File: src/rtl/scxed_regs.svh
// register map and field layout of the signal crossbar with edge detect
// assumes a 16-bit register port with an 8-bit word address
`ifndef SCXED_REGS_SVH
`define SCXED_REGS_SVH

// ----------------------------------------
// register addresses
// ----------------------------------------
`define SCX_SEL_BASE  8'h00
`define SCX_SEL_LAST  8'h07
`define SCX_CTRL_LO   8'h10
`define SCX_CTRL_HI   8'h11
`define SCX_STATUS    8'h12
`define SCX_CLEAR     8'h13
`define SCX_ENABLE    8'h14

// ----------------------------------------
// field positions and reset values
// ----------------------------------------
`define SCX_MODE_LSB  0
`define SCX_EDGE_LSB  2
`define SCX_STS_BIT   4
`define SCX_LANE_W    8
`define SCX_SEL_RST   4'h0
`define SCX_ENA_RST   4'h0
`define SCX_ZERO16    16'h0000

`endif

File: src/rtl/scxed_pkg.sv
// types and sizes shared by the crossbar design
// assumes nothing beyond the register header
package scxed_pkg;

   // ----------------------------------------
   // sizes
   // ----------------------------------------
   localparam int SCX_NIN  = 16;
   localparam int SCX_NOUT = 8;
   localparam int SCX_NEDG = 4;
   localparam int SCX_SELW = 4;

   // ----------------------------------------
   // configuration encodings
   // ----------------------------------------
   typedef enum logic [1:0] {
      SCX_EDGE_NONE,
      SCX_EDGE_RISE,
      SCX_EDGE_FALL,
      SCX_EDGE_BOTH
   } scx_edge_e;

   typedef enum logic [1:0] {
      SCX_REQ_OFF,
      SCX_REQ_DMA,
      SCX_REQ_IRQ,
      SCX_REQ_RSVD
   } scx_req_e;

endpackage

File: src/rtl/scxed_top.sv
// signal crossbar: each output picks one input; outputs 0..3 also
// detect a chosen edge and raise a dma or interrupt request
// assumes inputs synchronous to sys_clk and a clock that software
// ungates before configuring the block
//
// Notes on behaviour
// - each output is driven by one software-selected input of this crossbar
// - edge setting per edge output: none, rising, falling, or both
// - request setting per edge output: off, dma only, or interrupt only
// - with a request enabled, status reads one exactly while request asserted
// - outputs zero to three each own a flag set by their active edge
// - only outputs zero to three have edge and request control fields
// - a clear mask write clears any chosen set of flags at once, except a flag whose edge hits in that same cycle
//
// Chosen here: the address map and the address-and-strobe port.
`timescale 1ns/100ps

`include "scxed_regs.svh"

module scxed_top
   import scxed_pkg::*;
(
   input  wire logic                 sys_clk,
   input  wire logic                 reset,
   input  wire logic [7:0]           reg_addr,
   input  wire logic [15:0]          reg_wdata,
   input  wire logic                 reg_wr,
   input  wire logic                 reg_rd,
   output logic      [15:0]          reg_rdata,
   input  wire logic [SCX_NIN-1:0]   trig_in,
   output logic      [SCX_NOUT-1:0]  trig_out,
   output logic      [SCX_NEDG-1:0]  dma_req,
   output logic      [SCX_NEDG-1:0]  irq_req,
   output logic                      irq
);

   // ----------------------------------------
   // helper functions
   // ----------------------------------------

   // true when the configured edge shows between two samples
   function automatic logic edge_hit(
      input scx_edge_e mode,
      input logic      prev,
      input logic      cur
   );
      logic rise;
      logic fall;
      rise = !prev && cur;
      fall = prev && !cur;
      case (mode)
         SCX_EDGE_NONE: edge_hit = 1'b0;
         SCX_EDGE_RISE: edge_hit = rise;
         SCX_EDGE_FALL: edge_hit = fall;
         SCX_EDGE_BOTH: edge_hit = rise || fall;
         default:       edge_hit = 1'b0;
      endcase
   endfunction

   // true for an address inside the select window
   function automatic logic in_sel(
      input logic [7:0] addr
   );
      in_sel = (addr >= `SCX_SEL_BASE) && (addr <= `SCX_SEL_LAST);
   endfunction

   // ----------------------------------------
   // state
   // ----------------------------------------
   logic      [SCX_SELW-1:0]  sel     [SCX_NOUT];
   scx_edge_e                 edge_cfg[SCX_NEDG];
   scx_req_e                  req_cfg [SCX_NEDG];
   logic      [SCX_NEDG-1:0]  flag;
   logic      [SCX_NEDG-1:0]  irq_ena;
   logic      [SCX_NEDG-1:0]  prev_out;

   // ----------------------------------------
   // address decode
   // ----------------------------------------

   // one strobe per register group
   wire        sel_wr  = reg_wr && in_sel(reg_addr);
   wire        lo_wr   = reg_wr && (reg_addr == `SCX_CTRL_LO);
   wire        hi_wr   = reg_wr && (reg_addr == `SCX_CTRL_HI);
   wire        clr_wr  = reg_wr && (reg_addr == `SCX_CLEAR);
   wire        ena_wr  = reg_wr && (reg_addr == `SCX_ENABLE);
   wire [2:0]  sel_idx = reg_addr[2:0];

   // ----------------------------------------
   // input select registers and crossbar
   // ----------------------------------------
   genvar g;
   generate
      for (g = 0; g < SCX_NOUT; g++) begin : g_out
         wire sel_me = sel_wr && (sel_idx == 3'(g));

         // select field, written through its own register
         always_ff @(posedge sys_clk) begin
            if (reset) begin
               sel[g] <= `SCX_SEL_RST;
            end else if (sel_me) begin
               sel[g] <= reg_wdata[SCX_SELW-1:0];
            end
         end

         // routed output, one register stage
         always_ff @(posedge sys_clk) begin
            if (reset) begin
               trig_out[g] <= 1'b0;
            end else begin
               trig_out[g] <= trig_in[sel[g]];
            end
         end
      end
   endgenerate

   // ----------------------------------------
   // edge detect and request logic
   // ----------------------------------------
   wire [SCX_NEDG-1:0] next_flag;
   wire [SCX_NEDG-1:0] next_dma;
   wire [SCX_NEDG-1:0] next_irq;
   wire [SCX_NEDG-1:0] next_ena;

   // clear mask and enable take the low bits of the word
   wire [SCX_NEDG-1:0] clr_mask = clr_wr ?
                                  reg_wdata[SCX_NEDG-1:0] :
                                  {SCX_NEDG{1'b0}};
   assign next_ena = ena_wr ? reg_wdata[SCX_NEDG-1:0] : irq_ena;

   genvar k;
   generate
      for (k = 0; k < SCX_NEDG; k++) begin : g_edge
         // two outputs share one control register, one byte each
         localparam int LANE = (k % 2) * `SCX_LANE_W;
         wire       ctl_wr = (k < 2) ? lo_wr : hi_wr;
         wire [7:0] wbyte  = reg_wdata[LANE +: `SCX_LANE_W];

         // configuration after this cycle's write
         wire scx_edge_e next_edge = ctl_wr ?
              scx_edge_e'(wbyte[`SCX_EDGE_LSB +: 2]) :
              edge_cfg[k];
         wire scx_req_e  next_req  = ctl_wr ?
              scx_req_e'(wbyte[`SCX_MODE_LSB +: 2]) :
              req_cfg[k];

         // edge seen on the routed output
         wire hit = edge_hit(edge_cfg[k], prev_out[k], trig_out[k]);

         // write-one on the control bit or the clear mask
         wire clr_one = ctl_wr && wbyte[`SCX_STS_BIT];
         wire clr_any = clr_one || clr_mask[k];

         // a new edge wins over a clear in the same cycle
         assign next_flag[k] = hit || (flag[k] && !clr_any);

         // requests follow the flag directly
         assign next_dma[k] = next_flag[k] &&
                              (next_req == SCX_REQ_DMA);
         assign next_irq[k] = next_flag[k] &&
                              (next_req == SCX_REQ_IRQ);

         // edge and request configuration
         always_ff @(posedge sys_clk) begin
            if (reset) begin
               edge_cfg[k] <= SCX_EDGE_NONE;
               req_cfg[k]  <= SCX_REQ_OFF;
            end else begin
               edge_cfg[k] <= next_edge;
               req_cfg[k]  <= next_req;
            end
         end
      end
   endgenerate

   // previous output sample for edge compare
   always_ff @(posedge sys_clk) begin
      if (reset) begin
         prev_out <= {SCX_NEDG{1'b0}};
      end else begin
         prev_out <= trig_out[SCX_NEDG-1:0];
      end
   end

   // sticky flags and the requests they drive
   always_ff @(posedge sys_clk) begin
      if (reset) begin
         flag    <= {SCX_NEDG{1'b0}};
         dma_req <= {SCX_NEDG{1'b0}};
         irq_req <= {SCX_NEDG{1'b0}};
      end else begin
         flag    <= next_flag;
         dma_req <= next_dma;
         irq_req <= next_irq;
      end
   end

   // ----------------------------------------
   // interrupt enable and summary output
   // ----------------------------------------

   // level output while any enabled flag stands
   always_ff @(posedge sys_clk) begin
      if (reset) begin
         irq_ena <= `SCX_ENA_RST;
         irq     <= 1'b0;
      end else begin
         irq_ena <= next_ena;
         irq     <= |(next_flag & next_ena);
      end
   end

   // ----------------------------------------
   // read path
   // ----------------------------------------

   // control byte of one edge output
   function automatic logic [7:0] ctl_byte(
      input scx_edge_e e,
      input scx_req_e  r,
      input logic      f
   );
      ctl_byte                          = 8'h00;
      ctl_byte[`SCX_MODE_LSB +: 2]      = r;
      ctl_byte[`SCX_EDGE_LSB +: 2]      = e;
      ctl_byte[`SCX_STS_BIT]            = f;
   endfunction

   // words of each readable register
   wire [15:0] ctl_lo  = {ctl_byte(edge_cfg[1], req_cfg[1], flag[1]),
                          ctl_byte(edge_cfg[0], req_cfg[0], flag[0])};
   wire [15:0] ctl_hi  = {ctl_byte(edge_cfg[3], req_cfg[3], flag[3]),
                          ctl_byte(edge_cfg[2], req_cfg[2], flag[2])};
   wire [15:0] sel_rd  = {12'h000, sel[sel_idx]};
   wire [15:0] sts_rd  = {12'h000, flag};
   wire [15:0] ena_rd  = {12'h000, irq_ena};

   // unmapped and write-only addresses read zero
   wire [15:0] rd_word =
      in_sel(reg_addr)               ? sel_rd :
      (reg_addr == `SCX_CTRL_LO)     ? ctl_lo :
      (reg_addr == `SCX_CTRL_HI)     ? ctl_hi :
      (reg_addr == `SCX_STATUS)      ? sts_rd :
      (reg_addr == `SCX_ENABLE)      ? ena_rd :
                                       `SCX_ZERO16;

   // read data valid only in the cycle after the strobe
   always_ff @(posedge sys_clk) begin
      if (reset) begin
         reg_rdata <= `SCX_ZERO16;
      end else if (reg_rd) begin
         reg_rdata <= rd_word;
      end else begin
         reg_rdata <= `SCX_ZERO16;
      end
   end

endmodule

File: config.mk
export PLATFORM = sky130hd
export DESIGN_NAME = scxed_top
export DESIGN_NICKNAME = d
export VERILOG_FILES = /design/src/rtl/scxed_pkg.sv /design/src/rtl/scxed_top.sv
export VERILOG_INCLUDE_DIRS = /design/src /design/src/rtl
export SDC_FILE = /design/constraint.sdc
export NUM_CORES = 1
export LEC_CHECK = 0
export BUFFER_PORTS_ARGS = -buffer_cell sky130_fd_sc_hd__buf_2
export CORE_MARGIN = 1.5
export CORE_UTILIZATION = 52
export DETAILED_ROUTE_END_ITERATION = 12
export GPL_ROUTABILITY_DRIVEN = 0
export PLACE_DENSITY = 0.77
export SKIP_LAST_GASP = 1
export SYNTH_ARGS = -nofsm -noshare
export SYNTH_HDL_FRONTEND = slang
export SYNTH_SLANG_ARGS = --single-unit
File: constraint.sdc
create_clock -name sys_clk -period 2.2 [get_ports sys_clk]
set_input_delay 0.44 -clock sys_clk [delete_from_list [all_inputs] [get_ports sys_clk]]
set_output_delay 0.44 -clock sys_clk [all_outputs]
set_load 0.005 [all_outputs]
* Word-level counts from Yosys, hierarchy flattened
Memory sizes are Yosys's and may differ from the RTL's. Index checks and enable logic that the tools add are counted.
Cells by class: bitwise gates (word level) 18, muxes and demuxes 78, magnitude comparators 10, reduce and logical (&&, ||, !) cells 71, equal/unequal tests 32
Operators by type and width (count):
- 4-bit 2-to-1 mux | 13
- 8-bit by 5-bit equality test with 1-bit output (second input constant) | 5
- 4-bit by 5-bit less-than comparator with 1-bit output (second input constant) | 8
- 1-bit logical AND | 38
- 1-bit 2-to-1 mux | 35
- 1-bit binary-select mux with 4-bit select | 8
- 2-bit 2-to-1 mux | 16
- 13-bit 2-to-1 mux | 2
- 2-bit equality test (second input constant) | 12
- 2-bit by 1-bit equality test with 1-bit output (second input constant) | 8
- 1-bit bitwise OR | 16
- 1-bit case mux with 4 select lines | 4
- 3-bit equality test (second input constant) | 4
- 1-bit zero test | 12
- 1-bit logical OR | 12
- 8-bit by 1-bit >= comparator with 1-bit output (second input constant) | 1
- 8-bit by 3-bit <= comparator with 1-bit output (second input constant) | 1
- 2-bit zero test | 4
- 3-bit by 2-bit equality test with 1-bit output (second input constant) | 2
- 6-bit OR reduction | 1
- 4-bit AND | 1
- 4-bit OR reduction | 1
- 3-bit by 1-bit equality test with 1-bit output (second input constant) | 1
- 3-bit zero test | 1
- other kinds (3) | 3
Word-level totals: input port bits 44, word-level logic and storage cells 229, bits in writable memories 48, output and inout port bits 33, register bits after elaboration 45, memories kept 3
Memory list:
- sel | words 8, width 4, read ports 9, clocked after Yosys merged registers in 0, write ports 8, line scxed_top.sv:70 | logic [SCX_SELW-1:0] sel [SCX_NOUT];
- edge_cfg | words 4, width 2, read ports 4, clocked after Yosys merged registers in 0, write ports 4, line scxed_top.sv:71 | scx_edge_e edge_cfg[SCX_NEDG];
- req_cfg | words 4, width 2, read ports 4, clocked after Yosys merged registers in 0, write ports 4, line scxed_top.sv:72 | scx_req_e req_cfg [SCX_NEDG];

* Longest topological paths before layout
word-level depth 9, depth in mapped cells 7, depth with buffers taken out 7

* Worst setup path before layout
Ideal clock, no wire load.
path kind in2reg, start input port reg_addr[5], end memory sel[1][0] (enable), setup time 0.361 ns, buffers on the path 0, path slack 0.119 ns, stages on the path 4, data arrival time 1.719 ns, required time 1.839 ns, path through nor4_4 > nor2b_1 > nand3_1 > o21ai_0
RTL lines:
- from (decl) | line scxed_top.sv:25 | input wire logic [7:0] reg_addr,
- to (decl) | line scxed_top.sv:70

==> out/metrics.yaml <==
run_status:
  status: "finished, final reports clean"
route:
  via_per_inst: 6.05
  drt-total-wl_mm: 11.5
  vias: 3649
  drt_pass1_iterations: 5
  drt_iter0_drc: 228
  detail_route.wl_per_cell_um: 19.0
  drcViolationCount: 0
  postRouteAntennaNets: 0
setup_path:
  crit_fanout: 5
  r2r_setup_slack_ps: 350
  cp_data_arrival_time_ps: 2110
  start_kind: "flop"
  crit_type: "flop to flop"
  worstSetupEndpointType: "flop"
  cp.required_ps: 2470
clocking:
  cts_buffers: 9
  clock_latency_ps: 370
  root_buffer: "clkbuf_8"
  path_clk_slew_ps: 100
  cts_hold_buffers: 0
  cts_resized: 0
  cts_tree: "done"
  cts_buffer_depth: 2
  cts_setup_buffers: 0
  cts.sinks: 87
  h-tree-depth: 3
power_and_ir_drop:
  power.net_switching_w: 0.000901
  p_leak_nw: 2.10
  totalPowerFinal_w: 0.00330
  pwr_density_cell_nw_per_um2: 596
  comb_power_share: 0.131
  swShare: 0.273
  seq_power_share: 0.540
  p_int_w: 0.00240
  ir_worst_vdd_mv: 0.308
  pwr-share-clk: 0.329
synth:
  ys_ff_latch: 87
  synth-edff-count: 32
  yosysTopAreaCell: "dfxtp_1"
  ys_seq_area_frac: 0.424
  syn_avg_cell_area_um2: 11.7
  ys_warn_count: 0
  synthTopCellsByArea: "dfxtp_1 (23%), mux4_2 (22%), edfxtp_1 (20%)"
  synth_area_um2: 4860
  synth_cell_type_count: 42
  synth-async-reset-ratio: 0
  ys.flop_type: "dfxtp_1"
  synth_top_area_share: 0.227
  synth_cells: 414
timing:
  final.period_utilization: 0.840
  fmax_mhz: 541
  rsz0062_at_grt: "no"
  slew_headroom: 0.666
  post-route-min-period_ps: 1850
  slew_violations: 0
  setup_viol_count_final: 0
  fin_tns_setup_ps: 0
  finalHoldViolCount: 0
  tightestPinTransition_ps: 501
  skew_ps: 15.6
place:
  port_buffers: 64
  dpl.hpwl_mm: 8.67
global_routing:
  track_usage: 0.244
  antenna_found_initial: 0
  grt_pass1_vias: 3741
  grt_max_degree: 37
  grt_pass1_wl_mm: 18.6
  grt-ovfl-total: 0
finish:
  utilization: 0.605
  seqCellArea_um2: 2060
  multi_input_area_um2: 2640
  fin_nets: 539
  final_cell_mix: "buf_2 (64), dfxtp_1 (55), mux4_2 (48), and2_1 (42), nor2_1 (36)"
  drive_gt1_frac: 0.319
  n_fill_cell: 732
  syn_to_final_growth_pct: 14.1
  layout.cells.most_common: "buf_2"
  n_antenna_cell: 0
die:
  die_h_um: 99.7
  io_pins: 77
  start_util: 0.531
  row_count: 35
  die_w_um: 99.7
  dieArea_um2: 9930
  core_um2: 9150
hold_path:
  hp-class: "input port to flop"
job:
  cap_violations: 0
-- sequential cells by signal, summed over array words and instances (netlist names) --
name and count:
req_cfg 8, edge_cfg 8, irq 1, irq_ena 4, trig_out 8, reg_rdata 10, irq_req 4, prev_out 4
sel 32, dma_req 4, flag 4
-- worst paths after layout --
kind,start,to,depth (start not counted)
setup / recovery,sel[6][0]$_SDFFCE_PN0P_,trig_out[6]$_SDFF_PP0_,3
hold / removal,reg_wdata[11],edge_cfg[3][1]$_SDFFE_PP0N_,3
setup reg to reg,sel[6][0]$_SDFFCE_PN0P_,trig_out[6]$_SDFF_PP0_,3
hold reg to reg,trig_out[3]$_SDFF_PP0_,prev_out[3]$_SDFF_PP0_,2
-- per-layer routing --
| layer | part of all wire | GRT usage | vias to the layer above |
|---|---|---|---|
| met4 | 0.023 | 0.0964 | 0 |
| met1 | 0.42 | 0.329 | 1767 |
| met5 | 0 | 0 | - |
| li1 | - | - | 1677 |
| met3 | 0.084 | 0.0387 | 28 |
| met2 | 0.47 | 0.397 | 177 |
-- kinds of logic after synthesis --
| logic type | count (synthesis) | share of synthesized area |
|---|---|---|
| multiplexers | 76 | 0.281 |
| buffers and inverters | 37 | 0.0361 |
| flip-flops | 87 | 0.424 |
| AND/OR/NAND/NOR | 157 | 0.179 |
| adder cells (fa/ha/maj) | 8 | 0.0206 |
| other | 1 | 0.000772 |
| AO/OA/AOI/OAI | 48 | 0.0585 |
-- critical path, stage by stage, from the launching register on --
cell and delay, ps:
edfxtp_1 540, mux4_2 570, mux4_2 480, and2_1 160
-- power by group through the flow --
stage	Sequential, W	Clock [W]	Combinational (W)
5_1_grt	0.00179	0.00117	0.000469
4_1_cts	0.00178	0.00110	0.000433
3_3_place_gp	0.00182	0	0.000416
3_5_place_dp	0.00182	0	0.000431
6_report	0.00178	0.00109	0.000433
2_1_floorplan	0.00180	0	0.000286
-- final cells by class --
cell class                 count  area share
inverter                      12     0.00813
clock buffer                   9      0.0224
multi-input combinational    295       0.476
timing repair buffer          82      0.0822
tap                          111      0.0251
sequential                    87       0.372
clock inverter                 7      0.0138
-- cells in the mapped netlist (2+ instances only) --
cell      number
dfxtp_1       55
mux4_2        48
and2_1        42
nor2_1        36
edfxtp_1      32
nand2_1       27
mux2i_1       26
a21oi_1       18
o21ai_0       13
clkbuf_1      11
inv_1         11
nor3_1        10
ha_1           8
nand2b_1       8
nand3b_1       8
buf_4          6
buf_2          5
nor3b_1        5
a21boi_0       4
a221oi_1       4
a31oi_1        4
or3b_2         4
and3_1         3
nand3_1        3
buf_1          2
mux2_2         2
nand4_1        2
o21a_1         2
or2_2          2
-- metrics by stage --
stage                     setup WS [ps]  std cells  cell area [um^2]  hold slack, ps
final                               352        603              5540             328
after floorplan                     119        419              4880             456
after detailed placement          -15.9        587              5340             473
after global routing                259        603              5540             327
after CTS                           332        603              5540             319
after global placement             98.6        587              5340             457
(Power assumes the default switching activity.)
